`config.mk`:
```
export PLATFORM = sky130hd
export DESIGN_NAME = analog_trim_register_bank
export DESIGN_NICKNAME = d
export VERILOG_FILES = /design/src/shared/trim_pkg.sv /design/src/shared/trim_if.sv /design/src/design/analog_trim_register_bank.sv /design/src/design/trim_decoder.sv
export SDC_FILE = /design/constraint.sdc
export NUM_CORES = 1
export LEC_CHECK = 0
export BUFFER_PORTS_ARGS = -buffer_cell sky130_fd_sc_hd__buf_2
export CAP_MARGIN = 0
export CORE_MARGIN = 10
export CORE_UTILIZATION = 54
export CTS_BUF_LIST = sky130_fd_sc_hd__clkbuf_16
export DETAILED_ROUTE_END_ITERATION = 16
export PLACE_DENSITY = 0.86
export RECOVER_POWER = 25
export SYNTH_ARGS = -nofsm -noshare
export SYNTH_HDL_FRONTEND = slang
export SYNTH_SLANG_ARGS = --single-unit
```
`constraint.sdc`:
```
create_clock -name ref_clk -period 3 [get_ports ref_clk]
set_input_delay 0.6 -clock ref_clk [delete_from_list [all_inputs] [get_ports ref_clk]]
set_output_delay 0.6 -clock ref_clk [all_outputs]
set_load 0.1 [all_outputs]
```
`src/shared/trim_pkg.sv`:
```
/*
 Constants for the analog trim register bank: address bases, offsets,
 field positions, reset values and decode results.
 Assumes an 8-bit register data path and 16-bit global addresses.
*/
package trim_pkg;
    localparam logic [15:0] BLOCKING_BASE = 16'h0200;
    localparam logic [15:0] NONBLOCKING_BASE = 16'h0300;
    localparam logic [7:0] SLEEP_TRIM_OFFSET = 8'hF2;
    localparam logic [7:0] ADC_TRIM_OFFSET = 8'hF3;

    // Sleep reference trim register fields
    localparam int SLEEP_ENABLE_POS = 4;
    localparam int SLEEP_LOCK_POS = 3;
    localparam int SLEEP_CODE_LSB = 0;
    localparam logic [7:0] SLEEP_WRITE_MASK = 8'h1F;
    localparam logic [7:0] SLEEP_TRIM_RESET = 8'h00;

    // ADC offset trim register fields
    localparam int ADC_ENABLE_POS = 7;
    localparam int ADC_CODE_LSB = 4;
    localparam int SPARE_ENABLE_POS = 3;
    localparam int SPARE_CODE_LSB = 0;
    localparam logic [7:0] ADC_TRIM_RESET = 8'h00;

    // Decode results: step 0 is the default point of each trim
    localparam logic [2:0] SLEEP_DEFAULT_STEP = 3'h0;
    localparam logic signed [2:0] ADC_ZERO_STEP = 3'sh0;
    localparam logic [7:0] READ_UNMAPPED = 8'h00;
endpackage

```
`src/shared/trim_if.sv`:
```
/*
 Carrier between the trim register store and the trim decoder.
 Assumes both ends run on the same clock; the bundle is combinational.
*/
`timescale 1ns/100ps
interface trim_if;
    logic [7:0] sleep_reg;
    logic [7:0] adc_reg;
    logic [2:0] sleep_step;
    logic sleep_apply;
    logic signed [2:0] adc_step;
    logic adc_apply;

    modport store (
        output sleep_reg,
        output adc_reg,
        input sleep_step,
        input sleep_apply,
        input adc_step,
        input adc_apply
    );
    modport decode (
        input sleep_reg,
        input adc_reg,
        output sleep_step,
        output sleep_apply,
        output adc_step,
        output adc_apply
    );
endinterface

```
`src/design/analog_trim_register_bank.sv`:
```
/*
 Trim register bank of the analog die: sleep reference trim and ADC
 offset compensation trim, reached over the die-to-die register port.
 Assumes a single clock domain, single-cycle request strobes and that
 the register content is held through low power by keeping the clock
 domain powered; only arst_n returns it to defaults.
*/
`timescale 1ns/100ps
module analog_trim_register_bank
    import trim_pkg::*;
(
    input wire logic ref_clk,
    input wire logic arst_n,
    input wire logic bus_wr,
    input wire logic bus_rd,
    input wire logic bus_word,
    input wire logic [15:0] bus_addr,
    input wire logic [15:0] bus_wdata,
    output logic [15:0] bus_rdata,
    output logic bus_ack,
    output logic bus_write_refused,
    output logic [2:0] sleep_ref_trim_step,
    output logic sleep_ref_trim_active,
    output logic sleep_ref_trim_frozen,
    output logic signed [2:0] adc_offset_trim_step,
    output logic adc_offset_trim_active,
    output logic spare_trim_enable,
    output logic [2:0] spare_trim_code
);
    trim_if t();

    logic [7:0] sleep_reg_ff;
    logic [7:0] adc_reg_ff;
    logic [15:0] bus_rdata_ff;
    logic bus_ack_ff;
    logic refused_ff;
    logic [2:0] sleep_step_ff;
    logic sleep_active_ff;
    logic signed [2:0] adc_step_ff;
    logic adc_active_ff;
    logic spare_en_ff;
    logic [2:0] spare_code_ff;
    logic frozen_ff;

    logic frozen;
    logic hi_sleep;
    logic hi_adc;
    logic lo_sleep;
    logic lo_adc;
    logic [7:0] lo_addr;
    logic [7:0] nxt_sleep_reg;
    logic [7:0] nxt_adc_reg;
    logic [15:0] nxt_bus_rdata;
    logic nxt_refused;

    // Both bases map onto the same bank
    function automatic logic in_bank(input logic [15:0] addr);
        in_bank = (addr[15:8] == BLOCKING_BASE[15:8]) ||
                  (addr[15:8] == NONBLOCKING_BASE[15:8]);
    endfunction

    function automatic logic [7:0] read_byte(
        input logic [7:0] offset,
        input logic [7:0] sleep_val,
        input logic [7:0] adc_val
    );
        read_byte = READ_UNMAPPED;
        if (offset == SLEEP_TRIM_OFFSET) begin
            read_byte = sleep_val & SLEEP_WRITE_MASK;
        end else if (offset == ADC_TRIM_OFFSET) begin
            read_byte = adc_val;
        end
    endfunction

    // Frozen once enable and lock were both written one together
    assign frozen = sleep_reg_ff[SLEEP_ENABLE_POS] & sleep_reg_ff[SLEEP_LOCK_POS];

    // Word access: high byte at the addressed offset, even or odd, low byte at the offset above it
    assign lo_addr = bus_addr[7:0] + 8'h01;
    assign hi_sleep = in_bank(bus_addr) && bus_addr[7:0] == SLEEP_TRIM_OFFSET;
    assign hi_adc = in_bank(bus_addr) && bus_addr[7:0] == ADC_TRIM_OFFSET;
    assign lo_sleep = bus_word && in_bank(bus_addr) && lo_addr == SLEEP_TRIM_OFFSET;
    assign lo_adc = bus_word && in_bank(bus_addr) && lo_addr == ADC_TRIM_OFFSET;

    always_comb begin
        nxt_sleep_reg = sleep_reg_ff;
        nxt_refused = 1'b0;
        if (bus_wr && (hi_sleep || lo_sleep)) begin
            if (frozen) begin
                nxt_refused = 1'b1;
            end else if (hi_sleep) begin
                nxt_sleep_reg = (bus_word ? bus_wdata[15:8] : bus_wdata[7:0])
                                & SLEEP_WRITE_MASK;
            end else begin
                nxt_sleep_reg = bus_wdata[7:0] & SLEEP_WRITE_MASK;
            end
        end
    end

    always_comb begin
        nxt_adc_reg = adc_reg_ff;
        if (bus_wr && hi_adc) begin
            nxt_adc_reg = bus_word ? bus_wdata[15:8] : bus_wdata[7:0];
        end else if (bus_wr && lo_adc) begin
            nxt_adc_reg = bus_wdata[7:0];
        end
    end

    always_comb begin
        nxt_bus_rdata = {8'h00, READ_UNMAPPED};
        if (in_bank(bus_addr)) begin
            if (bus_word) begin
                nxt_bus_rdata = {read_byte(bus_addr[7:0], sleep_reg_ff, adc_reg_ff),
                                 read_byte(lo_addr, sleep_reg_ff, adc_reg_ff)};
            end else begin
                nxt_bus_rdata = {8'h00, read_byte(bus_addr[7:0], sleep_reg_ff, adc_reg_ff)};
            end
        end
    end

    // Only reset clears the bank; low power leaves the clock domain intact
    always_ff @(posedge ref_clk or negedge arst_n) begin
        if (!arst_n) begin
            sleep_reg_ff <= SLEEP_TRIM_RESET;
            frozen_ff <= 1'b0;
        end else begin
            sleep_reg_ff <= nxt_sleep_reg;
            // Tracks the stored value so the flag shows together with the ack
            frozen_ff <= nxt_sleep_reg[SLEEP_ENABLE_POS]
                         & nxt_sleep_reg[SLEEP_LOCK_POS];
        end
    end

    always_ff @(posedge ref_clk or negedge arst_n) begin
        if (!arst_n) begin
            adc_reg_ff <= ADC_TRIM_RESET;
        end else begin
            adc_reg_ff <= nxt_adc_reg;
        end
    end

    always_ff @(posedge ref_clk or negedge arst_n) begin
        if (!arst_n) begin
            bus_rdata_ff <= 16'h0000;
            bus_ack_ff <= 1'b0;
            refused_ff <= 1'b0;
        end else begin
            bus_ack_ff <= bus_wr | bus_rd;
            refused_ff <= nxt_refused;
            if (bus_rd) begin
                bus_rdata_ff <= nxt_bus_rdata;
            end
        end
    end

    assign t.sleep_reg = sleep_reg_ff;
    assign t.adc_reg = adc_reg_ff;

    trim_decoder u_decoder (
        .t(t)
    );

    // Applied trims registered so the analog side never sees decode glitches
    always_ff @(posedge ref_clk or negedge arst_n) begin
        if (!arst_n) begin
            sleep_step_ff <= SLEEP_DEFAULT_STEP;
            sleep_active_ff <= 1'b0;
        end else begin
            sleep_step_ff <= t.sleep_step;
            sleep_active_ff <= t.sleep_apply;
        end
    end

    always_ff @(posedge ref_clk or negedge arst_n) begin
        if (!arst_n) begin
            adc_step_ff <= ADC_ZERO_STEP;
            adc_active_ff <= 1'b0;
        end else begin
            adc_step_ff <= t.adc_step;
            adc_active_ff <= t.adc_apply;
        end
    end

    always_ff @(posedge ref_clk or negedge arst_n) begin
        if (!arst_n) begin
            spare_en_ff <= 1'b0;
            spare_code_ff <= 3'h0;
        end else begin
            spare_en_ff <= adc_reg_ff[SPARE_ENABLE_POS];
            spare_code_ff <= adc_reg_ff[SPARE_CODE_LSB +: 3];
        end
    end

    assign bus_rdata = bus_rdata_ff;
    assign bus_ack = bus_ack_ff;
    assign bus_write_refused = refused_ff;
    assign sleep_ref_trim_step = sleep_step_ff;
    assign sleep_ref_trim_active = sleep_active_ff;
    assign sleep_ref_trim_frozen = frozen_ff;
    assign adc_offset_trim_step = adc_step_ff;
    assign adc_offset_trim_active = adc_active_ff;
    assign spare_trim_enable = spare_en_ff;
    assign spare_trim_code = spare_code_ff;
endmodule

```
`src/design/trim_decoder.sv`:
```
/*
 Combinational decode of the stored trim codes into applied trim steps.
 Assumes register contents arrive through trim_if; outputs are
 registered by the instantiating module.
*/
`timescale 1ns/100ps
module trim_decoder
    import trim_pkg::*;
(
    trim_if.decode t
);
    logic [2:0] sleep_code;
    logic [2:0] adc_code;

    assign sleep_code = t.sleep_reg[SLEEP_CODE_LSB +: 3];
    assign adc_code = t.adc_reg[ADC_CODE_LSB +: 3];

    always_comb begin
        // Both end codes land on the default step
        t.sleep_step = SLEEP_DEFAULT_STEP;
        t.sleep_apply = t.sleep_reg[SLEEP_ENABLE_POS];
        if (t.sleep_reg[SLEEP_ENABLE_POS] && sleep_code != 3'h7) begin
            t.sleep_step = sleep_code;
        end
    end

    always_comb begin
        t.adc_apply = t.adc_reg[ADC_ENABLE_POS];
        t.adc_step = ADC_ZERO_STEP;
        if (t.adc_reg[ADC_ENABLE_POS]) begin
            case (adc_code)
                3'h1: t.adc_step = 3'sh1;
                3'h2: t.adc_step = 3'sh2;
                3'h3: t.adc_step = 3'sh3;
                3'h4: t.adc_step = -3'sh3;
                3'h5: t.adc_step = -3'sh2;
                3'h6: t.adc_step = -3'sh1;
                default: t.adc_step = ADC_ZERO_STEP;
            endcase
        end
    end
endmodule

```
* Word level (Yosys, flattened, before mapping)
Cells that the tools add are included.
Storage, ports and cells: register bits after elaboration 44, input port bits 37, output and inout port bits 31, word-level logic and storage cells 61
Operators by class: add/sub/neg operators 1, equal/unequal tests 13, muxes and demuxes 17, bitwise operators 4, reductions and logical operators 13
Operators by type and width (count):
- 8-bit 2-to-1 mux | 7
- 8-bit equality test, second input constant | 4
- 16-bit 2-to-1 mux | 2
- 3-bit one-hot mux with 6 select lines | 1
- 8-bit by 2-bit equality test with 1-bit output, second input constant | 2
- 5-bit 2-to-1 mux | 3
- 3-bit equality test, second input constant | 3
- 1-bit logical AND | 9
- 8-bit by 1-bit adder with 8-bit output, second input constant | 1
- 3-bit by 2-bit equality test with 1-bit output, second input constant | 2
- 3-bit 2-to-1 mux | 2
- 3-bit by 1-bit equality test with 1-bit output, second input constant | 1
- 3-bit != test, second input constant | 1
- 1-bit bitwise AND | 2
- 1-bit logical OR | 2
- 1-bit 2-to-1 mux | 2
- 2-bit AND reduction | 1
- 2-bit nonzero test | 1
- 1-bit inverter | 1
- 1-bit OR | 1

* Depth between registers and ports, before layout
Gate-level depths: netlist (run 1).
depth in word-level cells 8, depth in mapped cells 6, gate-level depth less buffers 4

* Hierarchy
Synthesis (run 1) repeated with hierarchy kept, for this count alone.
Second synthesis, totals: cells, all modules 214, area total of the unflattened synthesis 2264.7 µm²
By module, submodules not included:
- analog_trim_register_bank | instances 1, cells each 198, area each 2175.8 µm², sequential area each 1101.1 µm²
- trim_decoder | instances 1, cells each 16, area each 88.8 µm², sequential area each 0.0 µm²

* Worst setup path after synthesis (run 1)
Ideal clock, no wire load.
path kind input-to-reg, from in bus_addr[0], to reg adc_reg_ff[7], library setup time 125 ps, data arrival time 1762 ps, required time 2875 ps, slack 1113 ps, cell stages on the path 5, path buffers 2, cell sequence buf_2 > nand2_1 > clkbuf_1 > mux2_2 > mux2_2
Between the ends: cells in the longest elaborated chain, start to end 5, elaborated cells on any way between the ends 9, those cells by class add/sub: 1; eq/ne: 2; mux: 1; reduce/logical: 5
Ends and longest elaborated chain:
- start: declaration | RTL line analog_trim_register_bank.sv:17 | input wire logic [15:0] bus_addr,
- 8-bit by 1-bit adder with 8-bit output | RTL line analog_trim_register_bank.sv:79 | assign lo_addr = bus_addr[7:0] + 8'h01;
- 8-bit equality test | RTL line analog_trim_register_bank.sv:83 | assign lo_adc = bus_word && in_bank(bus_addr) && lo_addr == ADC_TRIM_OFFSET;
- 1-bit logical AND | RTL line analog_trim_register_bank.sv:83
- 1-bit logical AND | RTL line analog_trim_register_bank.sv:104 | end else if (bus_wr && lo_adc) begin
- 2-bit nonzero test (no line)
- end signal: assignment | RTL line analog_trim_register_bank.sv:138 | adc_reg_ff <= nxt_adc_reg;
- end: declaration | RTL line analog_trim_register_bank.sv:33 | logic [7:0] adc_reg_ff;
Several ways; a longest one is shown, not always the timed one. A chain may end at the register's enable or synchronous reset.

* Final worst setup path (run 1)
from in bus_addr[14], to reg adc_reg_ff[2]
Between the ends: cells in the longest elaborated chain, start to end 6, elaborated cells on any way between the ends 10, those cells by class eq/ne: 2; mux: 1; reduce/logical: 7
Ends and longest elaborated chain:
- 8-bit by 2-bit equality test with 1-bit output (on tied branches) | RTL line analog_trim_register_bank.sv:58, analog_trim_register_bank.sv:59
- 1-bit logical OR * | RTL line analog_trim_register_bank.sv:58 | in_bank = (addr[15:8] == BLOCKING_BASE[15:8]) ||
- 1-bit logical AND (2 in a row) | RTL line analog_trim_register_bank.sv:83
- 1-bit logical AND | RTL line analog_trim_register_bank.sv:104
- 2-bit nonzero test (no line)
Mark *: on every way between the ends. The rest lies on a longest branch, timed or not.

==> flow_summary.yaml, run 1 <==
run_status:
  outcome: "finished clean"
power:
  cellLeakagePower_nw: 1.33
  seq_power_share_pct: 50.0
  swShare_pct: 21.8
  ir_worst_vdd_mv: 0.264
  pwr-share-clk_pct: 42.5
  p_comb_share_pct: 7.5
  internal-power_mw: 0.931
  powerDensity_nw_per_um2: 456
  power.switching_mw: 0.259
sta:
  drv_slew: 0
  finalHoldViolCount: 0
  rsz0062_at_grt: "no"
  fin_crit_ps: 2040
  fin_crit_sh_pct: 68.1
  max_slew_margin_pct: 37.1
  setup-violations-final: 0
  clock-skew-final_ps: 3.87
  fmax_mhz: 490
  worst-slew-pin-transition_ps: 944
  final.setup.tns_ps: 0
global_route:
  grt_overflow: 0
  grt_first_pass_wirelength_um: 8270
  track_usage_pct: 15.5
  grt_pass1_vias: 1798
  grt_max_degree: 45
  antenna_found_initial: 0
finish:
  layout_common_cells: "buf_2, dfrtp_1, nand2_1"
  seq_area_um2: 1100
  antenna_cells: 0
  final_util_pct: 69.7
  multi_input_area_um2: 920
  layout_commonest_cell: "buf_2"
  nNetsFinal: 298
  fill_cells: 297
  syn2layout_area_growth_pct: 22.7
  drive_gt1_share_pct: 35.5
clocking:
  postCtsResizedCells: 0
  tritoncts: "built"
  clk_latency_ps: 280
  numCtsBuffers: 5
  postCtsHoldBufs: 0
  clkTransAtPathRegs_ps: 60
  cts.sinks: 44
  postCtsSetupRepairBufs: 0
  cts_root_buf: "clkbuf_16"
  cts.path.max_buffers: 2
  h-tree-depth: 2
worst_setup_path:
  reg2reg_slack_ps: 1520
  critPathArrivalTime_ps: 2210
  required_ps: 3160
  cp-start-kind: "primary input"
  r2r_start: "sleep_reg_ff[4]"
  rr_endpoint: "sleep_reg_ff[2]"
  crit_path_end_kind: "flip-flop"
  critPathKind: "primary input to flip-flop"
  path_max_fanout: 9
  worst_r2r_path_depth: 4
floorplanning:
  die_w_um: 82.7
  rows: 22
  die_area_um2: 6850
  fp.coreArea_um2: 3740
  io_pins: 68
  die_y_um: 82.7
  initial_utilization_pct: 56.8
yosys:
  synth_cell_types: 33
  yosys_most_used_dff: "dfrtp_1"
  netlist_instances: 197
  yosysWarnings: 0
  synth_seq_cells: 44
  synth_area_um2: 2130
  seq_area_frac_synth_pct: 51.8
  synth_edf_count: 0
  avgSynthCellArea_um2: 10.8
  synth_nets: 234
  synthArstFlopShare_pct: 100
drt:
  drt-pass1-iter-count: 4
  post-route-drc-count: 0
  antenna_left: 0
  wire_per_inst_um: 16.4
  drt-total-wl_um: 5080
  drt_iter0_markers: 79
  route.vias.total: 1737
  vias_per_cell: 5.60
placement:
  place_hpwl_um: 3780
  port_buffers: 66
  place_congestion: 0.822
hold_path:
  hold_class: "primary input to asynchronous set/reset pin"
flow_run:
  max_cap_viol_count: 0
[sequential cells by signal, indices dropped and copies added, names as in the netlist, 3 cells and up]
name and cells:
spare_trim_code 3, sleep_reg_ff 5, bus_rdata 16, adc_offset_trim_step 3
adc_reg_ff 8, sleep_ref_trim_step 3
[how the worst max path moves through the flow]
stage	slack, ps	start	end	cells past startpoint
final	960	bus_addr[14]	adc_reg_ff[2]	5
after global routing	840	bus_addr[13]	adc_reg_ff[7]	5
after CTS	970	bus_addr[13]	adc_reg_ff[2]	5
after detailed placement	680	bus_addr[13]	adc_reg_ff[2]	5
after global placement	710	bus_addr[14]	adc_reg_ff[2]	5
after floorplan	1110	bus_addr[0]	adc_reg_ff[7]	5
[kinds of logic (layout without fill, tap and decap cells)]
logic type / Yosys count / after routing / share of synthesized area, %
buf+inv: 25 / 90 / 4.94
mux: 26 / 26 / 13.1
flops: 44 / 44 / 51.8
simple gates: 49 / 49 / 13.5
xor+xnor: 3 / 3 / 1.24
compound gates: 50 / 50 / 15.4
[layout make-up]
class / count / area share (%)
Multi-Input combinational cell: 128 / 35.3
Timing Repair Buffer: 66 / 12.6
Clock inverter: 3 / 0.528
Tap cell: 48 / 2.30
Inverter: 16 / 2.30
Clock buffer: 5 / 4.80
Sequential cell: 44 / 42.2
[synthesized netlist by cell type (all sizes together), types with 4 or more instances]
cell type,number,area [µm²]
inv,16,60.1
nand2b,4,25.0
mux2,14,158
buf,4,26.3
mux2i,12,120
nand2,18,67.6
o22ai,13,81.3
a21oi,12,60.1
clkbuf,5,18.8
nor2,6,22.5
o31ai,5,37.5
dfrtp,44,1100
o21ai,10,50.1
a22o,5,43.8
[power groups by stage]
stage,Clock (mW),Combinational (mW),Sequential (mW)
after floorplan,0,0.0406,0.612
after global placement,0,0.0876,0.606
after global routing,0.531,0.0997,0.595
final,0.505,0.0893,0.595
after CTS,0.516,0.0904,0.595
after detailed placement,0,0.0895,0.606
[routing by layer]
layer,GRT usage [%],part of all wire [%],vias up
met5,0,0,-
met4,3.51,1.0,0
met3,7.67,12,7
met2,26.0,48,66
met1,17.2,40,832
li1,-,-,832
[critical path: stages]
cell       delay (ps)
buf_2             110
nor4b_4           320
and4bb_1          530
o2111ai_4         300
mux2_2            340
[per-stage QoR]
stage	total power, mW	std cells	cell area [µm²]	hold slack [ps]	setup WS (ps)
2_1_floorplan	0.652	197	2130	304	1110
3_3_place_gp	0.693	302	2470	430	714
3_5_place_dp	0.695	302	2470	446	678
4_1_cts	1.20	310	2610	457	975
5_1_grt	1.23	310	2610	476	837
6_report	1.19	310	2610	468	957
Note: power is estimated with default switching activity, not from simulation.
==> inputs of run 2 (changes only) <==
--- a/config.mk
+++ b/config.mk
@@ -8,10 +8,10 @@
 export BUFFER_PORTS_ARGS = -buffer_cell sky130_fd_sc_hd__buf_2
 export CAP_MARGIN = 0
 export CORE_MARGIN = 10
-export CORE_UTILIZATION = 54
+export CORE_UTILIZATION = 50
 export CTS_BUF_LIST = sky130_fd_sc_hd__clkbuf_16
 export DETAILED_ROUTE_END_ITERATION = 16
-export PLACE_DENSITY = 0.86
+export PLACE_DENSITY = 0.81
 export RECOVER_POWER = 25
 export SYNTH_ARGS = -nofsm -noshare
 export SYNTH_HDL_FRONTEND = slang
==> constraint.sdc (replaced) <==
create_clock -name ref_clk -period 2.05 [get_ports ref_clk]
set_input_delay 0.41 -clock ref_clk [delete_from_list [all_inputs] [get_ports ref_clk]]
set_output_delay 0.41 -clock ref_clk [all_outputs]
set_load 0.1 [all_outputs]
==> run 2 against run 1 <==
Compared with the run above:
- final cell count grew 2.6%
- design area up 1.8%
- critical path depth up 1
- global-route usage is 0.39 points lower
- sequential share of layout area fell by 0.74 points
- hold slack worse by 170 ps
==> flow_summary.yaml, run 2 (synthesis gave the netlist of run 1 again) <==
run_status:
  outcome: "finished clean"
floorplanning:
  rows: 23
  initial_utilization_pct: 52.4
  die_w_um: 85.2
  io_pins: 68
  fp.coreArea_um2: 4060
  die_y_um: 85.2
  die_area_um2: 7260
power:
  cellLeakagePower_nw: 1.36
  ir_worst_vdd_mv: 0.367
  power_mw: 1.76
  powerDensity_nw_per_um2: 661
placement:
  dpl_cell_area_um2: 2530
  place_congestion: 0.847
  place_hpwl_um: 4040
  dp.cells: 310
  port_buffers: 66
  pre_cts_ws_ps: 151
clocking:
  postCtsSetupRepairBufs: 0
  tritoncts: "built"
  postCtsResizedCells: 0
  cts.sinks: 44
  cts_root_buf: "clkbuf_16"
  h-tree-depth: 2
  clk_latency_ps: 280
  numCtsBuffers: 5
  postCtsHoldBufs: 0
  clkTransAtPathRegs_ps: 60
  cts.path.max_buffers: 2
sta:
  fin_crit_ps: 1630
  fmax_mhz: 613
  drv_slew: 0
  finalHoldViolCount: 0
  fin_crit_sh_pct: 79.6
  setup_ws_ps: 418
  final.setup.tns_ps: 0
  clock-skew-final_ps: 2.30
  worst-slew-pin-transition_ps: 1070
  setup-violations-final: 0
  timing.hold.ws_ps: 303
  max_slew_margin_pct: 29.0
  rsz0062_at_grt: "no"
global_route:
  grt_pass1_vias: 1862
  track_usage_pct: 15.1
  antenna_found_initial: 0
  grt_first_pass_wirelength_um: 9030
  grt_overflow: 0
  grt_max_degree: 26
finish:
  layoutNonFillerInstCount: 318
  layout_common_cells: "buf_2, dfrtp_1, nand2_1"
  largest_register_ffs: 16
  nNetsFinal: 304
  syn2layout_area_growth_pct: 24.9
  layout_commonest_cell: "buf_2"
  stdcell_area_um2: 2660
  drive_gt1_share_pct: 36.6
  final_util_pct: 65.4
  antenna_cells: 0
drt:
  route.vias.total: 1732
  wire_per_inst_um: 16.3
  drt-total-wl_um: 5170
  vias_per_cell: 5.45
  post-route-drc-count: 0
  drt_iter0_markers: 133
  antenna_left: 0
  drt-pass1-iter-count: 4
worst_setup_path:
  required_ps: 2250
  critPathKind: "primary input to flip-flop"
  path_max_fanout: 8
  crit_path_end_kind: "flip-flop"
  critPathArrivalTime_ps: 1830
  cp-start-kind: "primary input"
flow_run:
  max_cap_viol_count: 0
hold_path:
  hold_class: "primary input to asynchronous set/reset pin"
## run 2: layer usage
layer	GRT usage (%)	up-vias	routed length, µm	share of wire [%]
met4	6.74	0	122	2.4
met1	17.7	812	2110	41
met2	24.9	67	2580	50
li1	-	840	-	-
met3	4.21	13	366	7.1
met5	0	-	0	0
## run 2: worst paths after layout
check / start / cells past startpoint / slack, ps / to
worst max-delay path: bus_addr[14] / 6 / 420 / bus_rdata[11]
worst min-delay path: arst_n / 1 / 300 / adc_reg_ff[1]
worst max register to register: sleep_reg_ff[4] / 4 / 640 / sleep_reg_ff[2]
worst min register to register: adc_reg_ff[0] / 0 / 470 / spare_trim_code[0]
max in group asynchronous: arst_n / 2 / 580 / bus_rdata[14]
min in group ref_clk: bus_wr / 2 / 400 / bus_ack
## run 2: worst max-delay path, cell delays in order
cell and delay (ps):
buf_2 110, nor4b_4 350, and4bb_1 320, buf_4 190, nand4_1 240, o22ai_1 200
## run 2: area by class of cell
class                           instances  area [µm²]
Multi-Input combinational cell        128         920
Clock inverter                          3        15.0
Tap cell                               50        62.6
Timing Repair Buffer                   72         372
Inverter                               16        60.1
Clock buffer                            5         125
Sequential cell                        44        1100
Fill cell                             333        1400
## run 2: power breakdown
part	switching (mW)	total, mW	internal [mW]	leakage, nW
Sequential	0.00103	0.871	0.870	0.611
Combinational	0.0820	0.137	0.0552	0.683
Clock	0.306	0.748	0.442	0.0687
==> inputs of run 3 (changes only) <==
==> constraint.sdc (replaced) <==
create_clock -name ref_clk -period 1.54 [get_ports ref_clk]
set_input_delay 0.308 -clock ref_clk [delete_from_list [all_inputs] [get_ports ref_clk]]
set_output_delay 0.308 -clock ref_clk [all_outputs]
set_load 0.1 [all_outputs]
==> run 3 against run 2 <==
Compared with the run above:
- non-clock buffer count rose by 8
- combinational power rose by 38%
- core utilization increased by 1.6 points
- setup slack got worse by 280 ps
- critical path depth is the same
- total power increased by 34%
- sequential cell count stayed put
- sequential share of layout area shrank 0.97 points
- clock power up 35%
- design area grew 2.4%
- sequential power is 33% higher
- global-route usage down 0.56 points
- largest power group unchanged
==> flow_summary.yaml, run 3 (synthesis gave the netlist of run 1 again) <==
run_status:
  outcome: "finished clean"
clocking:
  cts_root_buf: "clkbuf_16"
  numCtsBuffers: 5
  postCtsResizedCells: 0
  clkTransAtPathRegs_ps: 60
  tritoncts: "built"
  cts.path.max_buffers: 2
  cts.sinks: 44
  h-tree-depth: 2
  clk_latency_ps: 290
global_route:
  grt_max_degree: 45
  grt_overflow: 0
  track_usage_pct: 14.5
  grt_pass1_vias: 1855
  grt_first_pass_wirelength_um: 8710
  antenna_found_initial: 0
sta:
  rsz0062_at_grt: "no"
  fmax_mhz: 712
  finalHoldViolCount: 0
  fin_crit_sh_pct: 91.2
  fin_crit_ps: 1400
  final.setup.tns_ps: 0
  drv_slew: 0
  clock-skew-final_ps: 5.71
  setup_ws_ps: 135
  max_slew_margin_pct: 60.9
  setup-violations-final: 0
  worst-slew-pin-transition_ps: 586
hold_path:
  hold_class: "primary input to flip-flop"
power:
  power_mw: 2.35
  ir_worst_vdd_mv: 0.438
  swShare_pct: 22.4
  cellLeakagePower_nw: 1.40
  internal-power_mw: 1.83
  powerDensity_nw_per_um2: 866
  seq_power_share_pct: 49.3
  p_comb_share_pct: 8.0
  power.switching_mw: 0.527
  pwr-share-clk_pct: 42.7
drt:
  route.vias.total: 1717
  vias_per_cell: 5.28
  drt-pass1-iter-count: 4
  drt_iter0_markers: 102
  antenna_left: 0
  post-route-drc-count: 0
  wire_per_inst_um: 15.9
  drt-total-wl_um: 5150
worst_setup_path:
  path_max_fanout: 8
  critical_path.cell_chain: "buf_2, nor4b_4, and4bb_1, buf_4, nand4_1, o22ai_1"
  critPathKind: "primary input to flip-flop"
  cp.buffers_inverters: 2
  critPathArrivalTime_ps: 1600
  slowest_stage: "and4bb_1"
  cp-start-kind: "primary input"
  cpPeakStageDelay_ps: 300
  required_ps: 1740
  path_delay_family: "simple AND/OR/NAND/NOR gates"
  crit_path_end_kind: "flip-flop"
floorplanning:
  fp.coreArea_um2: 4060
  rows: 23
  die_w_um: 85.2
  die_y_um: 85.2
  die_area_um2: 7260
  io_pins: 68
  initial_utilization_pct: 52.4
finish:
  nNetsFinal: 312
  fill_cells: 331
  layout_common_cells: "buf_2, dfrtp_1, nand2_1"
  largest_register_ffs: 16
  multi_input_area_um2: 920
  syn2layout_area_growth_pct: 27.9
  seq_area_um2: 1100
  layout_commonest_cell: "buf_2"
  layoutNonFillerInstCount: 325
  drive_gt1_share_pct: 38.9
  antenna_cells: 0
placement:
  port_buffers: 66
  pre_cts_ws_ps: -182
  dp.cells: 317
  place_congestion: 0.808
  place_hpwl_um: 4000
flow_run:
  max_cap_viol_count: 0
-- run 3: changes by cell type in the layout (fill, tap and decap cells not counted) --
| cell | previous run | this run |
|---|---|---|
| buf_4 | 5 | 12 |
| buf_2 | 65 | 66 |
| clkbuf_1 | 1 | 0 |
| clkbuf_2 | 1 | 0 |
| clkbuf_4 | 0 | 1 |
| clkinv_1 | 1 | 0 |
| clkinv_2 | 0 | 1 |
| dlygate4sd3_1 | 0 | 1 |
| inv_1 | 17 | 16 |
-- run 3: final timing paths --
path | from | end | slack (ps) | cells past startpoint
max | bus_addr[14] | bus_rdata[9] | 140 | 6
min | bus_wdata[2] | sleep_reg_ff[2] | 300 | 3
max reg2reg | sleep_reg_ff[3] | sleep_reg_ff[2] | 330 | 4
min reg2reg | sleep_reg_ff[4] | sleep_ref_trim_active | 460 | 0
max in group asynchronous | arst_n | adc_reg_ff[1] | 470 | 3
min in group asynchronous | arst_n | spare_trim_code[1] | 670 | 3
-- run 3: tightest hold or removal path, stage by stage --
cell and delay [ps]:
buf_2 100, o21ai_0 60, a31oi_1 70
-- run 3: power by group through the flow --
stage                     combinational [mW]  clock (mW)  sequential [mW]
after global placement                 0.190           0             1.18
after global routing                   0.209        1.06             1.16
after floorplan                       0.0795           0             1.19
after detailed placement               0.193           0             1.18
final                                  0.189        1.01             1.16
after CTS                              0.196        1.03             1.16
-- run 3: final cells by class --
type	instances	area share, %
multi-input cells	128	33.8
flip-flops and latches	44	40.5
repair buffers	80	16.1
inverters	16	2.21
clock buffers	5	4.60
well taps	50	2.30
clock inverters	2	0.460
-- run 3: metal layers --
metal  vias up  global-route usage, %  part of all wire (%)
met5         -                      0                     0
met4         0                   4.49                   1.1
met3         5                   6.31                   7.3
met2        41                   25.3                    51
met1       816                   15.3                    40
li1        855                      -                     -
-- run 3: metrics by stage --
| step | instance area, µm² | util (%) | hold slack, ps |
|---|---|---|---|
| 3_5_place_dp | 2580 | 63.7 | 302 |
| 3_3_place_gp | 2580 | 63.7 | 297 |
| 2_1_floorplan | 2130 | - | 12.4 |
| 6_report | 2720 | 67.0 | 298 |
| 4_1_cts | 2730 | 67.3 | 299 |
| 5_1_grt | 2720 | 67.0 | 314 |
-- run 3: timing repair --
item | CTS | global route
hold buffers | 1 | 0
setup buffers | 0 | 0
hold endpoints to repair | 7 | 0
